<file path="src/hdl/tmr16_pkg.sv">
// package: constants and types for the 16-bit timer/counter
package tmr16_pkg;

  localparam int ADDR_W = 8;
  localparam int DATA_W = 32;

  // byte addresses of the register words
  localparam logic [7:0] OFF_CTRL = 8'h00;
  localparam logic [7:0] OFF_LOW = 8'h04;
  localparam logic [7:0] OFF_HIGH = 8'h08;
  localparam logic [7:0] OFF_STAT = 8'h0C;

  // status word bit position of the overflow flag
  localparam int STAT_OVF_BIT = 0;

  localparam logic [1:0] RESP_OKAY = 2'h0;
  localparam logic [1:0] RESP_SLVERR = 2'h2;

  localparam logic [2:0] PRE_ZERO = 3'h0;
  localparam logic [15:0] COUNT_ALL_ONES = 16'hFFFF;
  localparam logic [15:0] COUNT_ONE = 16'h0001;
  localparam logic [7:0] BYTE_ZERO = 8'h00;
  localparam logic [31:0] WORD_ZERO = 32'h0000_0000;

  // timer control register, low bits upward: run, wide, sync_dis, prescale_select, ext_sel
  typedef struct packed {
    logic ext_sel;
    logic [1:0] prescale_select;
    logic sync_dis;
    logic wide_access_enable;
    logic run;
  } ctrl_t;

  localparam int CTRL_W = 6;
  localparam ctrl_t CTRL_RESET = '{default: 1'b0};

  typedef struct packed {
    ctrl_t ctrl;
    logic [15:0] count;
    logic [7:0] hbuf;
    logic [2:0] pcnt;
    logic ovf;
    logic [3:0] ext_sy;
    logic aw_have;
    logic [ADDR_W-1:0] aw_addr;
    logic w_have;
    logic [DATA_W-1:0] w_data;
    logic [3:0] w_strb;
    logic awready;
    logic wready;
    logic bvalid;
    logic [1:0] bresp;
    logic arready;
    logic rvalid;
    logic [DATA_W-1:0] rdata;
    logic [1:0] rresp;
  } state_t;

endpackage
</file>
<file path="src/hdl/timer16.sv">
// top: 16-bit timer/counter with prescaler, async mode and atomic wide access
//
// Chosen here: the AXI4-Lite register port and the placing of the registers.
`timescale 1ns/1ps
`default_nettype none

// Contract
// - prescaler divides the selected clock by 1, 2, 4 or 8 per prescale_select
// - prescale counter has no address; software cannot read or write it
// - low byte write clears prescale counter; high byte write leaves it alone
// - sync_dis set: external input skips the extra sync stage, counts one stage earlier
// - async external mode keeps counting in sleep; overflow flag can wake
// - sync/async switch may drop or add one increment
// - reads of either byte return a valid value while running async
// - wide_access_enable turns on atomic 16-bit read and write
// - wide mode: high byte address reaches the buffer, not the live byte
// - wide mode: low byte read copies live high byte into buffer
// - wide mode: high byte read returns buffer contents
// - wide mode: low byte write loads buffer and new low byte together
module timer16 (
  input wire logic aclk, // system clock
  input wire logic aresetn, // synchronous reset, active low
  input wire logic ext_clk_pin, // external count clock pin
  input wire logic cpu_sleep, // processor in sleep
  output logic overflow_flag, // sticky overflow, wake source
  input wire logic [tmr16_pkg::ADDR_W-1:0] s_axi_awaddr, // write address
  input wire logic s_axi_awvalid, // write address valid
  output logic s_axi_awready, // write address ready
  input wire logic [tmr16_pkg::DATA_W-1:0] s_axi_wdata, // write data
  input wire logic [3:0] s_axi_wstrb, // write byte strobes
  input wire logic s_axi_wvalid, // write data valid
  output logic s_axi_wready, // write data ready
  output logic [1:0] s_axi_bresp, // write response
  output logic s_axi_bvalid, // write response valid
  input wire logic s_axi_bready, // write response ready
  input wire logic [tmr16_pkg::ADDR_W-1:0] s_axi_araddr, // read address
  input wire logic s_axi_arvalid, // read address valid
  output logic s_axi_arready, // read address ready
  output logic [tmr16_pkg::DATA_W-1:0] s_axi_rdata, // read data
  output logic [1:0] s_axi_rresp, // read response
  output logic s_axi_rvalid, // read data valid
  input wire logic s_axi_rready // read data ready
);

  tmr16_pkg::state_t st;
  tmr16_pkg::state_t next_st;

  // ----------------------------------------------------------------
  // internal decode
  // ----------------------------------------------------------------
  logic ext_edge;
  logic tick_src;
  logic may_count;
  logic [2:0] pre_lim;
  logic inc;
  logic do_write;
  logic wr_low;
  logic wr_high;
  logic wr_ctrl;
  logic wr_stat;
  logic ar_take;
  logic rd_low;
  logic rd_high;
  logic [15:0] count_inc;

  // ----------------------------------------------------------------
  // next state
  // ----------------------------------------------------------------
  always_comb
  begin
    next_st = st;
    // pin synchroniser; stage 0 feeds only stage 1
    next_st.ext_sy = {st.ext_sy[2:0], ext_clk_pin};
    // async mode takes the edge one stage earlier than sync mode
    if (st.ctrl.sync_dis)
    begin
      ext_edge = st.ext_sy[1] & ~st.ext_sy[2];
    end
    else
    begin
      ext_edge = st.ext_sy[2] & ~st.ext_sy[3];
    end
    tick_src = st.ctrl.ext_sel ? ext_edge : 1'b1;
    // only async external counting survives sleep
    may_count = st.ctrl.run & (~cpu_sleep | (st.ctrl.sync_dis & st.ctrl.ext_sel));
    pre_lim = 3'((4'h1 << st.ctrl.prescale_select) - 4'h1);
    inc = may_count & tick_src & (st.pcnt >= pre_lim);
    count_inc = st.count + tmr16_pkg::COUNT_ONE;

    // prescale counter steps on every source tick while may_count is set
    if (may_count & tick_src)
    begin
      next_st.pcnt = (st.pcnt >= pre_lim) ? tmr16_pkg::PRE_ZERO : 3'(st.pcnt + 3'h1);
    end
    if (inc)
    begin
      next_st.count = count_inc;
      if (st.count == tmr16_pkg::COUNT_ALL_ONES)
      begin
        next_st.ovf = 1'b1;
      end
    end

    // write channel
    if (s_axi_awvalid & st.awready)
    begin
      next_st.aw_have = 1'b1;
      next_st.aw_addr = s_axi_awaddr;
    end
    if (s_axi_wvalid & st.wready)
    begin
      next_st.w_have = 1'b1;
      next_st.w_data = s_axi_wdata;
      next_st.w_strb = s_axi_wstrb;
    end
    do_write = st.aw_have & st.w_have & ~st.bvalid;
    wr_ctrl = do_write & st.w_strb[0] & (st.aw_addr == tmr16_pkg::OFF_CTRL);
    wr_low = do_write & st.w_strb[0] & (st.aw_addr == tmr16_pkg::OFF_LOW);
    wr_high = do_write & st.w_strb[0] & (st.aw_addr == tmr16_pkg::OFF_HIGH);
    wr_stat = do_write & st.w_strb[0] & (st.aw_addr == tmr16_pkg::OFF_STAT);
    if (do_write)
    begin
      next_st.aw_have = 1'b0;
      next_st.w_have = 1'b0;
      next_st.bvalid = 1'b1;
      if ((st.aw_addr == tmr16_pkg::OFF_CTRL) || (st.aw_addr == tmr16_pkg::OFF_LOW) ||
          (st.aw_addr == tmr16_pkg::OFF_HIGH) || (st.aw_addr == tmr16_pkg::OFF_STAT))
      begin
        next_st.bresp = tmr16_pkg::RESP_OKAY;
      end
      else
      begin
        next_st.bresp = tmr16_pkg::RESP_SLVERR;
      end
    end
    else if (st.bvalid & s_axi_bready)
    begin
      next_st.bvalid = 1'b0;
    end
    if (wr_ctrl)
    begin
      next_st.ctrl = tmr16_pkg::ctrl_t'(st.w_data[tmr16_pkg::CTRL_W-1:0]);
    end
    // a count write replaces the bytes it loads; the other byte keeps a coincident increment
    if (wr_low)
    begin
      next_st.pcnt = tmr16_pkg::PRE_ZERO;
      if (st.ctrl.wide_access_enable)
      begin
        next_st.count = {st.hbuf, st.w_data[7:0]};
      end
      else
      begin
        next_st.count[7:0] = st.w_data[7:0];
      end
    end
    if (wr_high)
    begin
      if (st.ctrl.wide_access_enable)
      begin
        next_st.hbuf = st.w_data[7:0];
      end
      else
      begin
        next_st.count[15:8] = st.w_data[7:0];
      end
    end
    // write-one-to-clear; a new overflow in the same cycle wins
    if (wr_stat && st.w_data[tmr16_pkg::STAT_OVF_BIT] &&
        !(inc && st.count == tmr16_pkg::COUNT_ALL_ONES))
    begin
      next_st.ovf = 1'b0;
    end

    // read channel; the prescale counter has no address
    ar_take = s_axi_arvalid & st.arready;
    rd_low = ar_take & (s_axi_araddr == tmr16_pkg::OFF_LOW);
    rd_high = ar_take & (s_axi_araddr == tmr16_pkg::OFF_HIGH);
    if (ar_take)
    begin
      next_st.rvalid = 1'b1;
      next_st.rresp = tmr16_pkg::RESP_OKAY;
      next_st.rdata = tmr16_pkg::WORD_ZERO;
      // register copy of count is always coherent in this clock domain
      unique case (s_axi_araddr)
        tmr16_pkg::OFF_CTRL: next_st.rdata[tmr16_pkg::CTRL_W-1:0] = st.ctrl;
        tmr16_pkg::OFF_LOW: next_st.rdata[7:0] = st.count[7:0];
        tmr16_pkg::OFF_HIGH: next_st.rdata[7:0] = st.ctrl.wide_access_enable ? st.hbuf : st.count[15:8];
        tmr16_pkg::OFF_STAT: next_st.rdata[tmr16_pkg::STAT_OVF_BIT] = st.ovf;
        default: next_st.rresp = tmr16_pkg::RESP_SLVERR;
      endcase
    end
    else if (st.rvalid & s_axi_rready)
    begin
      next_st.rvalid = 1'b0;
    end
    // snapshot, unless a buffer write lands in the same cycle
    if (rd_low && st.ctrl.wide_access_enable && !(wr_high))
    begin
      next_st.hbuf = st.count[15:8];
    end

    next_st.awready = ~next_st.aw_have & ~next_st.bvalid;
    next_st.wready = ~next_st.w_have & ~next_st.bvalid;
    next_st.arready = ~next_st.rvalid;
  end

  // ----------------------------------------------------------------
  // state register
  // ----------------------------------------------------------------
  always_ff @(posedge aclk)
  begin
    if (!aresetn)
    begin
      st <= '{default: '0};
      st.ctrl <= tmr16_pkg::CTRL_RESET;
    end
    else
    begin
      st <= next_st;
    end
  end

  // ----------------------------------------------------------------
  // outputs
  // ----------------------------------------------------------------
  assign overflow_flag = st.ovf;
  assign s_axi_awready = st.awready;
  assign s_axi_wready = st.wready;
  assign s_axi_bresp = st.bresp;
  assign s_axi_bvalid = st.bvalid;
  assign s_axi_arready = st.arready;
  assign s_axi_rdata = st.rdata;
  assign s_axi_rresp = st.rresp;
  assign s_axi_rvalid = st.rvalid;

  // ----------------------------------------------------------------
  // checks
  // ----------------------------------------------------------------
  a_low_clr_pre: assert property (@(posedge aclk) disable iff (!aresetn)
    wr_low |=> st.pcnt == tmr16_pkg::PRE_ZERO)
    else $error("low byte write did not clear prescaler");

  a_high_keep_pre: assert property (@(posedge aclk) disable iff (!aresetn)
    (wr_high && !(may_count && tick_src)) |=> $stable(st.pcnt))
    else $error("high byte write disturbed prescaler");

  a_pre_ratio: assert property (@(posedge aclk) disable iff (!aresetn)
    inc |=> st.pcnt == tmr16_pkg::PRE_ZERO)
    else $error("prescaler not restarted after increment");

  a_ovf_set: assert property (@(posedge aclk) disable iff (!aresetn)
    (inc && st.count == tmr16_pkg::COUNT_ALL_ONES && !wr_low && !wr_high) |=>
      (overflow_flag && st.count == '0))
    else $error("wrap did not set overflow");

  a_wide_snap: assert property (@(posedge aclk) disable iff (!aresetn)
    (rd_low && st.ctrl.wide_access_enable && !wr_high) |=> st.hbuf == $past(st.count[15:8]))
    else $error("low read did not snapshot high byte");

  a_wide_rdhi: assert property (@(posedge aclk) disable iff (!aresetn)
    (rd_high && st.ctrl.wide_access_enable) |=> s_axi_rvalid && s_axi_rdata[7:0] == $past(st.hbuf))
    else $error("wide high read not from buffer");

  a_wide_wrlo: assert property (@(posedge aclk) disable iff (!aresetn)
    (wr_low && st.ctrl.wide_access_enable) |=> st.count == {$past(st.hbuf), $past(st.w_data[7:0])})
    else $error("wide low write not atomic");

  a_wide_hold_live: assert property (@(posedge aclk) disable iff (!aresetn)
    (wr_high && st.ctrl.wide_access_enable && !inc && !wr_low) |=> $stable(st.count))
    else $error("wide high write reached live byte");

  a_sleep_hold: assert property (@(posedge aclk) disable iff (!aresetn)
    (cpu_sleep && !(st.ctrl.sync_dis && st.ctrl.ext_sel) && !wr_low && !wr_high) |=> $stable(st.count))
    else $error("counted in sleep outside async mode");

  a_rd_hold: assert property (@(posedge aclk) disable iff (!aresetn)
    (s_axi_rvalid && !s_axi_rready) |=> s_axi_rvalid && $stable(s_axi_rdata))
    else $error("read data dropped before handshake");

  a_wr_hold: assert property (@(posedge aclk) disable iff (!aresetn)
    (s_axi_bvalid && !s_axi_bready) |=> s_axi_bvalid && $stable(s_axi_bresp))
    else $error("write response dropped before handshake");

  a_wr_answer: assert property (@(posedge aclk) disable iff (!aresetn)
    do_write |=> s_axi_bvalid)
    else $error("write not answered");

  a_rd_answer: assert property (@(posedge aclk) disable iff (!aresetn)
    ar_take |=> s_axi_rvalid)
    else $error("read not answered");

  a_busy_no_aw: assert property (@(posedge aclk) disable iff (!aresetn)
    s_axi_bvalid |-> !s_axi_awready && !s_axi_wready)
    else $error("write channels open while response pending");

  a_busy_no_ar: assert property (@(posedge aclk) disable iff (!aresetn)
    s_axi_rvalid |-> !s_axi_arready)
    else $error("read address open while data pending");

  a_ovf_sticky: assert property (@(posedge aclk) disable iff (!aresetn)
    (st.ovf && !wr_stat) |=> overflow_flag)
    else $error("overflow flag dropped without clear");

  a_ovf_clear: assert property (@(posedge aclk) disable iff (!aresetn)
    (wr_stat && st.w_data[tmr16_pkg::STAT_OVF_BIT] && !inc) |=> !overflow_flag)
    else $error("overflow flag not cleared");

  a_edge_only: assert property (@(posedge aclk) disable iff (!aresetn)
    (st.ctrl.ext_sel && !ext_edge && !wr_low && !wr_high) |=> $stable(st.count))
    else $error("external mode counted without pin edge");

  a_sleep_count: assert property (@(posedge aclk) disable iff (!aresetn)
    (cpu_sleep && st.ctrl.run && st.ctrl.sync_dis && st.ctrl.ext_sel && ext_edge &&
     pre_lim == tmr16_pkg::PRE_ZERO && !wr_low && !wr_high) |=>
      st.count == $past(st.count) + tmr16_pkg::COUNT_ONE)
    else $error("async count stopped in sleep");

  a_pre_step: assert property (@(posedge aclk) disable iff (!aresetn)
    (may_count && tick_src && st.pcnt < pre_lim && !wr_low) |=> st.pcnt == $past(st.pcnt) + 3'h1)
    else $error("prescaler missed a source tick");

  a_ctrl_load: assert property (@(posedge aclk) disable iff (!aresetn)
    wr_ctrl |=> st.ctrl == $past(st.w_data[tmr16_pkg::CTRL_W-1:0]))
    else $error("control write not taken");

  a_narrow_rdhi: assert property (@(posedge aclk) disable iff (!aresetn)
    (rd_high && !st.ctrl.wide_access_enable) |=> s_axi_rdata[7:0] == $past(st.count[15:8]))
    else $error("narrow high read not from live byte");

  a_rd_low: assert property (@(posedge aclk) disable iff (!aresetn)
    rd_low |=> s_axi_rdata[7:0] == $past(st.count[7:0]))
    else $error("low read not from live byte");

  a_unmapped_rd: assert property (@(posedge aclk) disable iff (!aresetn)
    (ar_take && !rd_low && !rd_high && s_axi_araddr != tmr16_pkg::OFF_CTRL &&
     s_axi_araddr != tmr16_pkg::OFF_STAT) |=>
      (s_axi_rresp == tmr16_pkg::RESP_SLVERR && s_axi_rdata == tmr16_pkg::WORD_ZERO))
    else $error("unmapped read not refused");

endmodule // timer16

`default_nettype wire

</file>
<file path="config.mk">
export PLATFORM = sky130hd
export DESIGN_NAME = timer16
export DESIGN_NICKNAME = d
export VERILOG_FILES = /design/src/hdl/tmr16_pkg.sv /design/src/hdl/timer16.sv
export SDC_FILE = /design/constraint.sdc
export NUM_CORES = 1
export LEC_CHECK = 0
export ABC_AREA = 1
export BUFFER_PORTS_ARGS = -buffer_cell sky130_fd_sc_hd__clkbuf_2
export CORE_ASPECT_RATIO = 1.25
export CORE_UTILIZATION = 35
export CTS_BUF_LIST = sky130_fd_sc_hd__clkbuf_2
export DETAILED_ROUTE_END_ITERATION = 10
export PLACE_DENSITY = 0.65
export SKIP_CTS_REPAIR_TIMING = 1
export SLEW_MARGIN = 10
export SYNTH_ARGS = -nofsm -noshare
export SYNTH_HDL_FRONTEND = slang
export SYNTH_SLANG_ARGS = --single-unit
export TNS_END_PERCENT = 50
</file>
<file path="constraint.sdc">
create_clock -name aclk -period 2.9 [get_ports aclk]
set_input_delay 0.58 -clock aclk [delete_from_list [all_inputs] [get_ports aclk]]
set_output_delay 0.58 -clock aclk [all_outputs]
set_load 0.02 [all_outputs]
</file>
==> impl_metrics.py <==
metrics = {
    "status": {
        "status": "completed",
    },
    "clock_tree": {
        "cts_tree": "done",
        "path_clk_slew_ns": 0.21,
        "clock_tree.buffer_depth": 2,
        "cts.sink_count": 72,
        "cts_root_buffer": "sky130_fd_sc_hd__clkbuf_2",
        "htreeDepth": 3,
        "cts_made_buffers": 9,
        "clock_latency_at_the_later_pin_of_the_worst_skew_pair_ns": 0.56,
    },
    "finish": {
        "most_frequent_standard_cell_in_the_layout_excluding_fill_and_tap_cells": "sky130_fd_sc_hd__nand2_1",
        "antenna_cells": 0,
        "layout_filler_cell_count": 1255,
        "most_frequent_cells_in_the_layout": "sky130_fd_sc_hd__nand2_1 (142), sky130_fd_sc_hd__dfxtp_1 (72), sky130_fd_sc_hd__inv_1 (68), sky130_fd_sc_hd__clkbuf_2 (58), sky130_fd_sc_hd__nor2_1 (53)",
        "fraction_of_final_layout_cells_with_drive_strength_greater_than_1_pct": 17.00,
        "net_count_reported_at_finish": 714,
        "final_design_area_no_fill_um2": 4524,
        "layoutNonFillerInstCount": 814,
        "area_growth_pct": 8.393,
    },
    "drt": {
        "post_detailed_route_count_of_antenna_violating_nets": 0,
        "finalWirelength_um": 10850,
        "routed_via_density": 4.769,
        "post_detailed_route_drc_marker_count": 0,
        "drt_pass1_iterations": 6,
        "initialDrtViolationCount": 324,
        "wire_per_inst_um": 13.33,
        "vias": 3882,
    },
    "critical_path": {
        "criticalPathCategory": "reg2reg",
        "critical_path.endpoint_type": "register",
        "critical_path.startpoint_type": "register",
        "critical_path_peak_fanout": 12,
        "reg2reg_depth": 8,
        "cp_data_required_time_ns": 3.34,
        "worstPathArrival_ns": 2.46,
    },
    "power_and_ir_drop": {
        "power.density_cell_area_nw_per_um2": 423.3,
        "leak_pwr_uw": 0.001958,
        "power_uw": 1915,
        "vdd_drop_max_mv": 0.2745,
    },
    "sta": {
        "worst_slew_margin_rel_pct": 59.44,
        "max_slew.worst_pin.slew_ns": 0.6068,
        "final.setup.worst_slack_ns": 0.8888,
        "max_freq_mhz": 497.2,
        "grt_setup_unrepaired": "false",
        "setup_viol_count_final": 0,
        "final.min_clock_period_ns": 2.011,
        "clock-skew-final_ns": 0.03311,
        "finalHoldViolCount": 0,
        "finalCritPeriodShare_pct": 69.35,
        "report.final.slew_viol_count": 0,
        "timing.setup.tns_ns": 0,
    },
    "logic_synthesis": {
        "syn-instance-count": 612,
        "yosysWarnings": 0,
        "post_synth.cell_area_avg_um2": 6.820,
        "netlist_area_um2": 4174,
        "post_synth_num_cell_types": 37,
        "number_of_flip_flops_and_latches_in_the_synthesized_netlist": 72,
        "synth_sequential_area_ratio_pct": 34.53,
    },
    "global_route": {
        "grt_first_pass_wirelength_um": 17550,
        "number_of_global_route_vias_before_repair": 3573,
        "grt_use_total_pct": 18.48,
        "grt_start_max_net_pins": 31,
        "grt_overflow_total": 0,
        "grt_antenna_before_repair": 0,
    },
    "place": {
        "io_buffers": 49,
        "dpl_cell_area_um2": 4384,
        "placed_cells": 798,
        "detailedPlace.worstSlack_ns": 0.7953,
        "gp_congestion": 0.8936,
        "detailedPlacementHpwl_um": 8180,
    },
    "floorplan": {
        "die_area_um2": 12370,
        "die_w_um": 99.68,
        "total_core_area_um2": 11620,
        "io_pins": 103,
        "placementRows": 44,
        "fp.dieH_um": 124.1,
        "start_util_pct": 35.93,
    },
    "worst_hold_path": {
        "worstHoldPathType": "in2reg",
        "worstHoldPathCells": 3,
    },
    "run": {
        "max_cap_check_violation_count": 0,
    },
}
## layout make-up
type / instances / area [µm²] / share of cell area (%)
Clock inverter: 7 / 95.09 / 2.102
Sequential cell: 72 / 1441 / 31.86
Timing Repair Buffer: 53 / 275.3 / 6.084
Inverter: 75 / 284.0 / 6.278
Clock buffer: 9 / 45.04 / 0.9956
Tap cell: 161 / 201.4 / 4.452
Multi-Input combinational cell: 437 / 2182 / 48.23
## path summary, 6_finish.rpt
| check | end | startpoint | slack, ns |
|---|---|---|---|
| worst max-delay path | st[114] | st[84] | 0.89 |
| worst min-delay path | next_st[88] | ext_clk_pin | 0.19 |
| worst max register to register | st[114] | st[84] | 0.89 |
| worst min register to register | next_st[89] | next_st[88] | 0.44 |
## metal layers
layer	global-route usage (%)	vias to the layer above	part of all wire [%]
li1	-	1989	-
met1	22.85	1694	44
met2	30.82	169	46
met3	3.423	30	7.0
met4	9.191	0	3.4
met5	0	-	0
## cell families after synthesis
family / count (synthesis) / synth area share (%)
and+or+nand+nor: 285 / 31.92
buffers and inverters: 128 / 15.44
AOI/OAI and AO/OA: 113 / 14.84
DFF: 72 / 34.53
xor gates and xnor gates: 8 / 1.679
adders and majority gates: 5 / 1.499
other: 1 / 0.08984
## cell usage after synthesis, drive strengths merged
cell type / number / area (µm²)
a211oi: 2 / 15.01
a21oi: 45 / 251.5
a31o: 2 / 17.52
a31oi: 6 / 37.54
buf: 43 / 322.8
clkbuf: 10 / 37.54
clkinv: 1 / 3.750
conb: 1 / 3.750
dfxtp: 72 / 1441
ha: 5 / 62.56
inv: 74 / 280.3
nand2: 149 / 591.8
nand3: 59 / 335.3
nand4: 7 / 58.81
nor2: 62 / 294.0
nor3: 6 / 40.04
nor4: 2 / 12.51
o211ai: 2 / 15.01
o21ai: 55 / 275.3
o21bai: 1 / 7.510
xnor2: 1 / 8.760
xor2: 7 / 61.31
## report_power, final
group          leakage [µW]  internal [µW]  switching [µW]  total (µW)
Clock             0.0000823            286             393         679
Combinational       0.00129           55.6             133         189
Sequential         0.000585           1020            26.9        1050
Total               0.00196           1360             553        1920
## critical path: stages (launching register included)
cell and delay, ns:
sky130_fd_sc_hd__dfxtp_1 0.36, sky130_fd_sc_hd__nor2_1 0.19, sky130_fd_sc_hd__nand3_2 0.15, sky130_fd_sc_hd__nor2_1 0.21, sky130_fd_sc_hd__nand3_1 0.48, sky130_fd_sc_hd__o21ai_0 0.34
sky130_fd_sc_hd__inv_1 0.06, sky130_fd_sc_hd__nand2_1 0.05, sky130_fd_sc_hd__a21oi_1 0.06
## through the flow
| stage | utilization [%] | hold WS [ns] |
|---|---|---|
| after global routing | 38.95 | 0.1688 |
| after floorplan | - | 0.3905 |
| after CTS | 38.95 | 0.1627 |
| final | 38.95 | 0.1897 |
| after detailed placement | 37.74 | 0.4078 |
| after global placement | 37.74 | 0.3953 |
## state kept, by name, indices dropped and copies added, names as in the netlist
register,count
s_axi_bresp,1
s_axi_rdata,8
s_axi_awready,1
s_axi_wready,1
s_axi_arready,1
overflow_flag,1
st,53
s_axi_bvalid,1
s_axi_rresp,1
s_axi_rvalid,1
next_st,3
No activity file was read; power rests on OpenSTA's default activity.
